**src/gp_timer_pkg.sv**
```systemverilog
package gp_timer_pkg;

    // ------------------------------------------------------------
    // register indices on the plain register port
    // ------------------------------------------------------------
    localparam logic [3:0] TIMER_CONTROL_REG_IDX       = 4'h0;
    localparam logic [3:0] TIMER_GROUP_CONTROL_REG_IDX = 4'h1;
    localparam logic [3:0] COUNTER_REG_IDX             = 4'h2;
    localparam logic [3:0] COMPARE_REG_IDX             = 4'h3;
    localparam logic [3:0] PERIOD_REG_IDX              = 4'h4;
    localparam logic [3:0] EVENT_FLAG_REG_IDX          = 4'h5;
    localparam logic [3:0] EVENT_MASK_REG_IDX          = 4'h6;
    localparam logic [3:0] PERIOD_ACTIVE_REG_IDX       = 4'h7;

    // ------------------------------------------------------------
    // timer_control_reg fields
    // ------------------------------------------------------------
    localparam int CTRL_CMP_EN_BIT  = 1;
    localparam int CTRL_CLKSEL_LSB  = 4;
    localparam int TIMER_ENABLE_BIT = 6;
    localparam int CTRL_PRESC_LSB   = 8;
    localparam int CTRL_MODE_LSB    = 11;

    localparam logic [1:0] CLKSEL_INTERNAL = 2'h0;
    localparam logic [1:0] CLKSEL_EXTERNAL = 2'h1;

    localparam logic [2:0] MODE_STOP_HOLD    = 3'h0;
    localparam logic [2:0] MODE_SINGLE_UP    = 3'h1;
    localparam logic [2:0] MODE_CONT_UP      = 3'h2;
    localparam logic [2:0] MODE_DIR_UPDOWN   = 3'h3;
    localparam logic [2:0] MODE_SINGLE_UPDN  = 3'h4;
    localparam logic [2:0] MODE_CONT_UPDN    = 3'h5;

    // ------------------------------------------------------------
    // timer_group_control_reg fields
    // ------------------------------------------------------------
    localparam int GRP_ADC_SEL_LSB = 7;
    localparam int GRP_DIR_BIT     = 13;

    localparam logic [1:0] ADC_SEL_NONE      = 2'h0;
    localparam logic [1:0] ADC_SEL_UNDERFLOW = 2'h1;
    localparam logic [1:0] ADC_SEL_PERIOD    = 2'h2;
    localparam logic [1:0] ADC_SEL_COMPARE   = 2'h3;

    // ------------------------------------------------------------
    // event flag positions, also the interrupt priority order
    // ------------------------------------------------------------
    localparam int EVT_PERIOD    = 0;
    localparam int EVT_COMPARE   = 1;
    localparam int EVT_UNDERFLOW = 2;
    localparam int EVT_OVERFLOW  = 3;
    localparam int EVT_COUNT     = 4;

    // ------------------------------------------------------------
    // reset values and timing
    // ------------------------------------------------------------
    localparam logic [15:0] CTRL_RESET    = 16'h0000;
    localparam logic [1:0]  ADC_SEL_RESET = 2'h0;
    localparam logic [15:0] COUNTER_RESET = 16'h0000;
    localparam logic [15:0] COMPARE_RESET = 16'h0000;
    localparam logic [15:0] PERIOD_RESET  = 16'h0000;
    localparam logic [3:0]  FLAGS_RESET   = 4'h0;
    localparam logic [3:0]  MASK_RESET    = 4'h0;
    localparam logic [15:0] COUNT_ALL_ONES = 16'hFFFF;
    localparam logic [15:0] COUNT_ZERO     = 16'h0000;

    localparam int CPU_CLK_MHZ     = 10;
    localparam int EVT_DELAY_CYC   = 2;
    localparam int EVT_PIPE_STAGES = EVT_DELAY_CYC - 1;
    localparam int PRESC_MAX_LOG2  = 7;

endpackage

```
**src/gp_timer_up_counting.sv**
```systemverilog
// Added by the designer: the address map and the strobed register port.
`timescale 1ns/1ns
// Behaviour
// RL1: four event sources, overflow, underflow, compare, period, each with own flag
// RL2: compare flag set two clocks after match when compare is enabled
// RL3: overflow means counter reaches all-ones; underflow means counter reaches zero
// RL4: period event on counter equal period; flags set two clocks later
// RL5: mode field selects one of six counting modes; the three up/down modes are not built and hold like stop
// RL6: enable clear stops counting and resets prescaler; set starts counting
// RL7: stop/hold keeps counter, compare output and prescale counter unchanged
// RL8: single-up counts to period, next tick returns zero, clears enable
// RL9: selected period or underflow event pulses ADC start as flag sets
// RL10: flag requests interrupt only if unmasked and no higher unmasked pending
// RL11: single-up period from zero lasts period plus one scaled clocks
// RL12: counter above period counts to all-ones, wraps, continues from zero
// RL13: single-up starting at period: period flag, zero, underflow flag, done
// RL14: software must rewrite enable to start another single-up run
// RL15: up modes report direction one and ignore direction pin
// RL16: counting begins immediately after enable is set
// RL17: continuous-up returns to zero after period match, losing no tick
// RL18: continuous-up periods last period plus one scaled clocks
// RL19: continuous-up starting at period: period flag, zero, underflow, continue
// RL20: count source selectable between CPU clock and external timer clock
// RL21: counter between zero and period counts up to period, then finishes
// RL22: flag timing identical in every counting mode
// RL23: working period loads from shadow only while counter is zero
// RL24: after single-up ends, counter holds zero with no further flags
module gp_timer_up_counting
    import gp_timer_pkg::*;
#(
    parameter int PRESC_LOG2 = PRESC_MAX_LOG2
) (
    input  wire logic        clk_i,
    input  wire logic        rst_i,
    // register port: one access per strobe, never stalls
    input  wire logic [3:0]  addr_i,
    input  wire logic [15:0] wdata_i,
    input  wire logic        wr_i,
    input  wire logic        rd_i,
    output logic      [15:0] rdata_o,
    // timer pins, both taken on clk_i
    input  wire logic        ext_clk_i,
    input  wire logic        count_direction_pin_i,
    // event and status outputs
    output logic             adc_start_o,
    output logic             irq_o,
    output logic      [1:0]  irq_src_o,
    output logic      [3:0]  event_flags_o,
    output logic      [15:0] counter_o
);

    // the prescale field is three bits, so the counter must reach 2^7 - 1;
    // a narrower one would wrap early and shorten the scaled ticks of the largest prescale settings
    if (PRESC_LOG2 != PRESC_MAX_LOG2) begin : g_bad_presc
        $error("prescale counter width must match the 3-bit prescale field");
    end

    // whole state in one record: one next-state and one register process
    typedef struct packed {
        logic [15:0]           ctrl;
        logic [1:0]            adc_sel;
        logic [15:0]           cnt;
        logic [15:0]           cmp;
        logic [15:0]           per_sh;
        logic [15:0]           per;
        logic [EVT_COUNT-1:0]  flags;
        logic [EVT_COUNT-1:0]  mask;
        logic [PRESC_LOG2-1:0] pscnt;
        logic                  ext_q;
        logic                  fresh;
        logic                  adc;
        logic [15:0]           rdata;
    } timer_s;

    timer_s q_r;
    timer_s q_nxt;

    // decoded control fields
    logic                  enabled;
    logic [2:0]            mode;
    logic [2:0]            presc;
    logic [1:0]            clksel;
    logic                  up_mode;

    // count source and events
    logic                  src_tick;
    logic [PRESC_LOG2-1:0] presc_lim;
    logic                  scaled_tick;
    logic [EVT_COUNT-1:0]  evt_now;
    logic [EVT_COUNT-1:0]  evt_late;
    logic [EVT_COUNT-1:0]  pending;

    // status and interrupt selection
    logic                  dir_bit;
    logic [1:0]            top_src;
    logic                  top_any;

    // ------------------------------------------------------------
    // control decode
    // ------------------------------------------------------------
    // fields come straight from the stored control word
    assign enabled = q_r.ctrl[TIMER_ENABLE_BIT];
    assign mode    = q_r.ctrl[CTRL_MODE_LSB +: 3];                    // [RL5]
    assign presc   = q_r.ctrl[CTRL_PRESC_LSB +: 3];
    assign clksel  = q_r.ctrl[CTRL_CLKSEL_LSB +: 2];
    assign up_mode = (mode == MODE_SINGLE_UP) || (mode == MODE_CONT_UP);

    // up/down modes are not built here: the direction bit follows the pin in the
    // directional mode only, so software still sees a sensible indication
    assign dir_bit = up_mode ? 1'b1 :                                 // [RL15]
                     ((mode == MODE_DIR_UPDOWN) ? count_direction_pin_i : 1'b1);

    // ------------------------------------------------------------
    // count source and prescaler
    // ------------------------------------------------------------
    // external clock must be at most a quarter of the CPU clock so each
    // high and low phase is seen; a rising edge counts once
    assign src_tick = (clksel == CLKSEL_EXTERNAL) ? (ext_clk_i & ~q_r.ext_q)   // [RL20]
                                                  : 1'b1;
    // divide by 2^n: the count runs 0 .. 2^n - 1 between scaled ticks
    assign presc_lim = PRESC_LOG2'((8'h01 << presc) - 8'h01);
    assign scaled_tick = enabled && up_mode && src_tick && (q_r.pscnt == presc_lim);

    // ------------------------------------------------------------
    // event detection on a freshly reached counter value
    // ------------------------------------------------------------
    // fresh marks the first cycle of a new counter value or of a start, so a
    // value held for many cycles raises its event only once;
    // limitation: a value loaded by software raises no event
    always_comb begin
        evt_now = '0;
        if (q_r.fresh) begin
            evt_now[EVT_PERIOD]    = (q_r.cnt == q_r.per);             // [RL4]
            evt_now[EVT_COMPARE]   = (q_r.cnt == q_r.cmp) &&
                                     q_r.ctrl[CTRL_CMP_EN_BIT];        // [RL2]
            evt_now[EVT_UNDERFLOW] = (q_r.cnt == COUNT_ZERO);          // [RL3]
            evt_now[EVT_OVERFLOW]  = (q_r.cnt == COUNT_ALL_ONES);      // [RL3]
        end
    end

    // one stage here plus the flag register gives the two-clock latency,
    // the same path for every mode; flags and adc start move together
    event_delay #(
        .WIDTH  (EVT_COUNT),
        .STAGES (EVT_PIPE_STAGES)
    ) u_event_delay (
        .clk_i  (clk_i),
        .rst_i  (rst_i),
        .evt_i  (evt_now),
        .evt_o  (evt_late)
    );                                                                // [RL22]

    // ------------------------------------------------------------
    // interrupt request with fixed priority inside the group
    // ------------------------------------------------------------
    assign pending = q_r.flags & q_r.mask;

    // scan from low priority up, so the last hit is the highest

    always_comb begin
        top_src = 2'h0;
        top_any = 1'b0;
        for (int i = EVT_COUNT - 1; i >= 0; i--) begin
            if (pending[i]) begin
                top_src = 2'(i);                                      // [RL10]
                top_any = 1'b1;
            end
        end
    end

    // ------------------------------------------------------------
    // next state
    // ------------------------------------------------------------
    always_comb begin
        q_nxt       = q_r;
        q_nxt.ext_q = ext_clk_i;
        q_nxt.fresh = 1'b0;

        // counting
        // a disabled timer parks its prescaler so a restart gets a full tick;
        // up/down modes are not built and hold like stop
        if (!enabled) begin
            q_nxt.pscnt = '0;                                         // [RL6]
        end else if (mode == MODE_STOP_HOLD || !up_mode) begin
            q_nxt.pscnt = q_r.pscnt;                                  // [RL7]
        end else if (src_tick) begin
            if (scaled_tick) begin
                q_nxt.pscnt = '0;
            end else begin
                q_nxt.pscnt = q_r.pscnt + PRESC_LOG2'(1);
            end
        end

        // the period match is tested before the increment, so a counter
        // above the period runs on through all-ones and wraps first
        if (scaled_tick) begin
            q_nxt.fresh = 1'b1;
            if (q_r.cnt == q_r.per) begin
                q_nxt.cnt = COUNT_ZERO;                               // [RL8] [RL17] [RL13] [RL19]
                if (mode == MODE_SINGLE_UP) begin
                    q_nxt.ctrl[TIMER_ENABLE_BIT] = 1'b0;              // [RL8] [RL24] [RL14]
                end
            end else begin
                // plain increment also carries all-ones back to zero
                q_nxt.cnt = q_r.cnt + 16'h0001;                       // [RL12] [RL21] [RL11] [RL18]
            end
        end

        // working period follows the shadow while the counter sits at zero,
        // so a new period never cuts short the one in progress
        if (q_r.cnt == COUNT_ZERO) begin
            q_nxt.per = q_r.per_sh;                                   // [RL23]
        end

        // ADC start leaves in the cycle the flag becomes visible;
        // compare as a source shares the same timing
        q_nxt.adc = 1'b0;
        case (q_r.adc_sel)
            ADC_SEL_UNDERFLOW: q_nxt.adc = evt_late[EVT_UNDERFLOW];   // [RL9]
            ADC_SEL_PERIOD:    q_nxt.adc = evt_late[EVT_PERIOD];      // [RL9]
            ADC_SEL_COMPARE:   q_nxt.adc = evt_late[EVT_COMPARE];
            default:           q_nxt.adc = 1'b0;
        endcase

        // software writes win over what counting computed above
        if (wr_i) begin
            case (addr_i)
                TIMER_CONTROL_REG_IDX: begin
                    q_nxt.ctrl = wdata_i;
                    if (wdata_i[TIMER_ENABLE_BIT] && !enabled) begin
                        // start checks the present value at once
                        q_nxt.fresh = 1'b1;                           // [RL16] [RL13] [RL19]
                        q_nxt.pscnt = '0;
                    end
                end
                TIMER_GROUP_CONTROL_REG_IDX: begin
                    q_nxt.adc_sel = wdata_i[GRP_ADC_SEL_LSB +: 2];
                end
                COUNTER_REG_IDX: begin
                    // a loaded value is not checked for events
                    q_nxt.cnt   = wdata_i;
                    q_nxt.fresh = 1'b0;
                end
                COMPARE_REG_IDX: begin
                    q_nxt.cmp = wdata_i;
                end
                PERIOD_REG_IDX: begin
                    q_nxt.per_sh = wdata_i;                           // [RL23]
                end
                EVENT_MASK_REG_IDX: begin
                    q_nxt.mask = wdata_i[EVT_COUNT-1:0];
                end
                default: begin
                    q_nxt.mask = q_r.mask;
                end
            endcase
        end

        // flags: write one to clear, a same-cycle set wins;
        // the set comes last so no event is lost to a clear
        if (wr_i && addr_i == EVENT_FLAG_REG_IDX) begin
            q_nxt.flags = q_r.flags & ~wdata_i[EVT_COUNT-1:0];
        end
        q_nxt.flags = q_nxt.flags | evt_late;                         // [RL1] [RL2] [RL4]

        // read data stands only in the cycle after the strobe;
        // reads have no side effects
        q_nxt.rdata = 16'h0000;
        if (rd_i) begin
            case (addr_i)
                TIMER_CONTROL_REG_IDX:       q_nxt.rdata = q_r.ctrl;
                TIMER_GROUP_CONTROL_REG_IDX: begin
                    q_nxt.rdata[GRP_ADC_SEL_LSB +: 2] = q_r.adc_sel;
                    q_nxt.rdata[GRP_DIR_BIT]          = dir_bit;      // [RL15]
                end
                COUNTER_REG_IDX:             q_nxt.rdata = q_r.cnt;
                COMPARE_REG_IDX:             q_nxt.rdata = q_r.cmp;
                PERIOD_REG_IDX:              q_nxt.rdata = q_r.per_sh;
                EVENT_FLAG_REG_IDX:          q_nxt.rdata[EVT_COUNT-1:0] = q_r.flags;
                EVENT_MASK_REG_IDX:          q_nxt.rdata[EVT_COUNT-1:0] = q_r.mask;
                PERIOD_ACTIVE_REG_IDX:       q_nxt.rdata = q_r.per;
                default:                     q_nxt.rdata = 16'h0000;
            endcase
        end
    end

    // ------------------------------------------------------------
    // state register
    // ------------------------------------------------------------
    // synchronous reset brings every field to its reset value
    always_ff @(posedge clk_i) begin
        if (rst_i) begin
            q_r.ctrl    <= CTRL_RESET;
            q_r.adc_sel <= ADC_SEL_RESET;
            q_r.cnt     <= COUNTER_RESET;
            q_r.cmp     <= COMPARE_RESET;
            q_r.per_sh  <= PERIOD_RESET;
            q_r.per     <= PERIOD_RESET;
            q_r.flags   <= FLAGS_RESET;
            q_r.mask    <= MASK_RESET;
            q_r.pscnt   <= '0;
            q_r.ext_q   <= 1'b0;
            q_r.fresh   <= 1'b0;
            q_r.adc     <= 1'b0;
            q_r.rdata   <= 16'h0000;
        end else begin
            q_r <= q_nxt;
        end
    end

    // ------------------------------------------------------------
    // outputs
    // ------------------------------------------------------------
    // irq is combinational from registered flags and mask
    assign rdata_o       = q_r.rdata;
    assign adc_start_o   = q_r.adc;
    assign irq_o         = top_any;                                   // [RL10]
    assign irq_src_o     = top_src;
    assign event_flags_o = q_r.flags;
    assign counter_o     = q_r.cnt;

endmodule // gp_timer_up_counting

```
**src/event_delay.sv**
```systemverilog
`timescale 1ns/1ns
module event_delay
    import gp_timer_pkg::*;
#(
    parameter int WIDTH  = 4,
    parameter int STAGES = 1
) (
    input  wire logic             clk_i,
    input  wire logic             rst_i,
    input  wire logic [WIDTH-1:0] evt_i,
    output logic      [WIDTH-1:0] evt_o
);

    if (STAGES < 1 || WIDTH < 1) begin : g_bad_size
        $error("event_delay needs at least one stage and one bit");
    end

    typedef struct packed {
        logic [STAGES-1:0][WIDTH-1:0] pipe;
    } delay_s;

    delay_s q_r;
    delay_s q_nxt;

    // ------------------------------------------------------------
    // shift stages
    // ------------------------------------------------------------
    always_comb begin
        q_nxt = q_r;
        q_nxt.pipe[0] = evt_i;
        for (int i = 1; i < STAGES; i++) begin
            q_nxt.pipe[i] = q_r.pipe[i-1];
        end
    end

    always_ff @(posedge clk_i) begin
        if (rst_i) begin
            q_r <= '0;
        end else begin
            q_r <= q_nxt;
        end
    end

    assign evt_o = q_r.pipe[STAGES-1];

endmodule // event_delay

```
**config.mk**
```make
export PLATFORM = sky130hd
export DESIGN_NAME = gp_timer_up_counting
export DESIGN_NICKNAME = d
export VERILOG_FILES = /design/src/gp_timer_pkg.sv /design/src/gp_timer_up_counting.sv /design/src/event_delay.sv
export SDC_FILE = /design/constraint.sdc
export NUM_CORES = 1
export LEC_CHECK = 0
export BUFFER_PORTS_ARGS = -buffer_cell sky130_fd_sc_hd__buf_2
export CELL_PAD_IN_SITES_DETAIL_PLACEMENT = 1
export CELL_PAD_IN_SITES_GLOBAL_PLACEMENT = 1
export CORE_MARGIN = 4
export CORE_UTILIZATION = 47
export CTS_CLUSTER_SIZE = 16
export DETAILED_ROUTE_END_ITERATION = 8
export HOLD_SLACK_MARGIN = 0.02
export PLACE_DENSITY = 0.92
export SLEW_MARGIN = 20
export SYNTH_ARGS = -nofsm -noshare
export SYNTH_HDL_FRONTEND = slang
export SYNTH_SLANG_ARGS = --single-unit
```
**constraint.sdc**
```tcl
create_clock -name clk_i -period 4.7 [get_ports clk_i]
set_input_delay 0.94 -clock clk_i [delete_from_list [all_inputs] [get_ports clk_i]]
set_output_delay 0.94 -clock clk_i [all_outputs]
set_load 0.1 [all_outputs]
```
; ---- Word-level counts from Yosys, hierarchy flattened
; Cells that the tools add are included.
[classes]
add_sub_neg = 3
eq_ne = 18
n_shift = 1
mux = 41
n_bitwise = 8
reduce_logical = 20
[op_table]
columns = op, n
row1 = 16-bit two-way mux, 5
row2 = 57-bit two-way mux, 1
row3 = 7-bit two-way mux, 8
row4 = 16-bit equality test, 2
row5 = 4-bit one-hot mux with 7 select lines, 1
row6 = 4-bit one-hot mux with 5 select lines, 1
row7 = "16-bit by 1-bit adder with 16-bit output, second input constant", 1
row8 = "16-bit equality test, second input constant", 1
row9 = "4-bit by 3-bit equality test with 1-bit output, second input constant", 4
row10 = 16-bit logical NOT, 1
row11 = 3-bit one-hot mux with 5 select lines, 1
row12 = 1-bit two-way mux, 13
row13 = 2-bit one-hot mux with 6 select lines, 1
row14 = 2-bit two-way mux, 5
row15 = 2-bit one-hot mux with 5 select lines, 1
row16 = 2-bit AND reduction, 5
row17 = 4-bit bitwise AND, 2
row18 = "4-bit by 2-bit equality test with 1-bit output, second input constant", 2
row19 = "7-bit by 1-bit adder with 7-bit output, second input constant", 1
row20 = 7-bit equality test, 1
row21 = "1-bit by 3-bit << shifter with 7-bit output, first input constant", 1
row22 = "7-bit by 1-bit subtractor with 7-bit output, second input constant", 1
row23 = "3-bit by 2-bit equality test with 1-bit output, second input constant", 2
row24 = 1-bit logical AND, 6
row25 = 17 further kinds, 24
[totals]
reg_bits = 120
input_bits = 26
out_inout_bits = 40
word_cells = 106

; ---- Longest topological paths before layout
[logic_depth]
depth_word = 12
ltp_mapped = 13
ltp_nobuf = 10

; ---- Modules after synthesis
; Synthesis repeated with hierarchy kept, for this count alone.
[unflattened]
cells_unflattened = 750
hier_area_um2 = 6063.3
[by_module_without_submodules]
columns = module, instances, cells_each, area_each_um2, seq_area_each_um2
row1 = gp_timer_up_counting, 1, 742, 5958.2, 2322.2
row2 = event_delay, 1, 8, 105.1, 80.1

; ---- Worst setup path after synthesis
; No wires, ideal clock.
[synth_timing]
kind = register to register
from = reg q_r (netlist bit presc[2])
to = reg q_r (netlist bit counter_o[7])
setup_time_ps = 74
arrival_time_ps = 3068
required_ps = 4626
slack_ps = 1558
path_stages_with_launch = 12
path_buffers = 3
path_cell_list = dfxtp_1 > clkbuf_1 > or3_1 > ha_1 > clkbuf_1 > and3_4 > or4_4 > a2111o_1 > or2_1 > buf_6 > or3_1 > o21ai_0
[synth_via]
elab_chain_len = 7
[synth_lines]
columns = element, line_no
row1 = from (decl), gp_timer_up_counting.sv:75  ; timer_s q_r;
row2 = from (signal assigned), gp_timer_up_counting.sv:307  ; q_r <= q_nxt;
row3 = 1-bit by 3-bit << shifter with 7-bit output (*), gp_timer_up_counting.sv:121  ; assign presc_lim = PRESC_LOG2'((8'h01 << presc) - 8'h01);
row4 = 7-bit by 1-bit subtractor with 7-bit output (*), gp_timer_up_counting.sv:121
row5 = 7-bit equality test (*), gp_timer_up_counting.sv:122  ; assign scaled_tick = enabled && up_mode && src_tick && (q_r.pscnt == presc_lim);
row6 = 1-bit logical AND (*), gp_timer_up_counting.sv:122
row7 = 16-bit two-way mux (*), gp_timer_up_counting.sv:196  ; if (scaled_tick) begin
row8 = 16-bit two-way mux, gp_timer_up_counting.sv:227  ; case (addr_i)
row9 = 57-bit two-way mux (*), gp_timer_up_counting.sv:226  ; if (wr_i) begin
; Every way passes the cells marked *; elsewhere a longest branch is shown, timed or not.
; A chain may end at the register's enable or synchronous reset.

; ---- Final worst setup path
[layout_timing]
from = reg q_r (netlist bit presc[2])
to = reg q_r (netlist bit counter_o[6])
; The elaborated chain is that of the path after synthesis.

==> reports/results.ini <==
[outcome]
status = complete, no violations

[global_route]
track_usage = 0.301
grt.overflow.total = 0
grt_pass1_vias = 5969
antenna_found_initial = 0
grt_max_degree = 57
grt_pass1_wl_mm = 34.0

[cells_and_area]
num_antenna_cells = 0
syn2layout_area_growth_pct = 11.6
fill_cells = 1581
final_util = 0.538
fin_nets = 792
fin_cells = 946
layout-drive-gt1-share = 0.146

[drt]
ant_nets = 0
dr_total_vias = 5953
finalWirelength_mm = 22.1
drt_first_pass_iters = 6
wire_per_inst_um = 23.3
first_iter_violations = 613
via_per_inst = 6.29
drc_errors = 0

[timing]
fin_crit_ps = 3480
fin_crit_sh = 0.740
setup_tns_ps = 0
setup_viol = 0
layout_setup_ws_ps = 1220
fin_skew_ps = 8.06
timing.hold.ws_ps = 462
max_freq_mhz = 288
tightest_slew_ps = 1080
hold_viol = 0
slew-limit-headroom = 0.277
drv_slew = 0
rsz0062_at_grt = false

[yosys]
ys.flop_type = dfxtp_1
syn_area_um2 = 6130
yosysWarnings = 0
synth_seq_cells = 120
synth_cell_types = 56
synth_edf_count = 0
synth_cells = 763
avgSynthCellArea_um2 = 8.04
async_reset_ff_frac = 0
syn_nets = 793
yosysSeqAreaShare = 0.392

[setup_path]
cp_data_required_time_ps = 5070
cp_slowest_stage_delay_ps = 650
ff2ff_path_depth = 8
worstSetupStartpoint = presc[2]$_SDFFE_PP0P_
critical_path_class = register to register
crit_arrival_ps = 3840
start_kind = register
r2r_start = presc[2]$_SDFFE_PP0P_
r2r-end = counter_o[6]$_SDFF_PP0_
crit_path_end_kind = register
path_max_fanout = 16
cp-endpoint = counter_o[6]$_SDFF_PP0_
r2r_slack_ps = 1220
cp_slowest_cell = a2111o_1
crit_path_cell_trace = or3_1, ha_1, and3_4, or4_4, a2111o_1, or2_1, or3b_1, nand3_1

[placed_design]
globalplace.congestion = 0.904
dp_hpwl_mm = 15.3
port-buffer-count = 65
dp_slack_ps = 1290
place_inst = 915

[floorplan]
chipHeight_um = 122
dieArea_um2 = 14900
initial_core_util = 0.482
fp.dieW_um = 122
coreArea_um2 = 12700
ioPinCount = 66
rows = 41

[pwr]
clkPwrFrac = 0.514
leakage_nw = 2.46
max-vdd-ir-drop_mv = 0.301
combPwrFrac = 0.082
netSwitchingFraction = 0.246
seq_power_share = 0.403
p_switching_mw = 0.639
power_density_nw_per_um2 = 380
power.internal_mw = 1.96

[clock_network]
clock_latency_ps = 430
post-cts-setup-buffer-count = 0
path_clk_slew_ps = 50
cts_resized = 0
cts_made_buffers = 17
cts_sinks = 120
cts_tree = done
cts-htree-levels = 4
cts_buffer_depth = 2
ctsHoldBuffers = 0
cts_root_buffer = clkbuf_16

[hold_path]
hp-class = register to register

[job]
cap_violations = 0

power by group through the flow:
stage	combinational [mW]	clock, mW	sequential, mW
after CTS	0.209	1.35	1.05
after global routing	0.224	1.39	1.05
after detailed placement	0.205	0	1.07
after floorplan	0.146	0	1.06
after global placement	0.199	0	1.07
final	0.213	1.34	1.05
sequential cells by signal, summed over array words and instances, names as in the netlist:
register             flops
enabled                  1
adc_start_o              1
event_flags_o            4
mode                     3
u_event_delay.evt_o      4
counter_o               16
presc                    3
q_r                     70
clksel                   2
rdata_o                 16
cell type report:
cell class	count	area (um^2)	area share
multi-input combinational	541	3210	0.469
sequential	120	2400	0.351
clock buffer	22	474	0.0693
timing repair buffer	73	385	0.0563
tap	172	215	0.0314
clock inverter	9	123	0.0179
inverter	9	33.8	0.00494
layout by cell type (no fill, tap or decap), drive strengths merged, types with 20 or more instances in the layout:
cell type,count
nand2,132
dfxtp,120
a21oi,74
buf,73
nor2,57
xnor2,35
a22oi,24
mux2i,22
clkbuf,22
nand3,20
per-layer routing:
layer,track usage,vias to the layer above,share of wire
met5,0,-,0
met4,0.163,0,0.050
met3,0.0714,84,0.081
met2,0.493,310,0.48
met1,0.367,2931,0.39
li1,-,2628,-
critical path: cells and delay by family (launching register included):
family / cells / cell delay, ps
simple gates: 6 / 2010
compound gates: 1 / 650
flops: 1 / 450
fa+ha+maj: 1 / 310
logic make-up after synthesis:
group / after synthesis / synth area share
and+or+nand+nor: 293 / 0.222
AOI/OAI and AO/OA: 173 / 0.183
muxes: 26 / 0.0433
DFF: 120 / 0.392
xor gates and xnor gates: 45 / 0.0643
buffers and inverters: 102 / 0.0869
adders and majority gates: 4 / 0.00816
synthesized netlist by cell type, drive strengths merged (4+ instances only):
library cell	instances	share of area
and2	8	0.0082
mux2i	22	0.036
o21ai	19	0.016
nor2	57	0.035
xnor2	35	0.050
mux2	4	0.0073
nand2	132	0.081
inv	9	0.0055
o311ai	9	0.013
a31oi	6	0.0061
nor3b	6	0.0073
nand4	9	0.0092
ha	4	0.0082
a21oi	74	0.060
nand3	20	0.016
nor4	7	0.0071
xor2	10	0.014
a211oi	5	0.0061
a22oi	24	0.029
buf	41	0.050
and3	10	0.011
clkbuf	52	0.032
dfxtp	120	0.39
nand2b	8	0.0094
a222oi	11	0.018
nor3	11	0.0090
nor2b	12	0.012
worst min path at each step:
stage                                           start                          end  slack, ps  depth (start not counted)
CTS                             q_r[115]$_SDFFE_PP0P_        q_r[115]$_SDFFE_PP0P_        460                          2
global route                    q_r[100]$_SDFFE_PP0P_        q_r[100]$_SDFFE_PP0P_        480                          2
detailed placement              q_r[115]$_SDFFE_PP0P_        q_r[115]$_SDFFE_PP0P_        450                          2
finish                          q_r[115]$_SDFFE_PP0P_        q_r[115]$_SDFFE_PP0P_        460                          2
floorplan           u_event_delay.evt_o[3]$_SDFF_PP0_  event_flags_o[3]$_SDFF_PP0_        410                          2
global placement                q_r[114]$_SDFFE_PP0P_        q_r[114]$_SDFFE_PP0P_        440                          2
metrics by stage:
step,total power [mW],cell area (um^2)
6_report,2.60,6840
5_1_grt,2.67,6840
4_1_cts,2.60,6840
3_5_place_dp,1.27,6240
3_3_place_gp,1.27,6240
2_1_floorplan,1.20,6130
No activity file was read; power rests on OpenSTA's default activity.
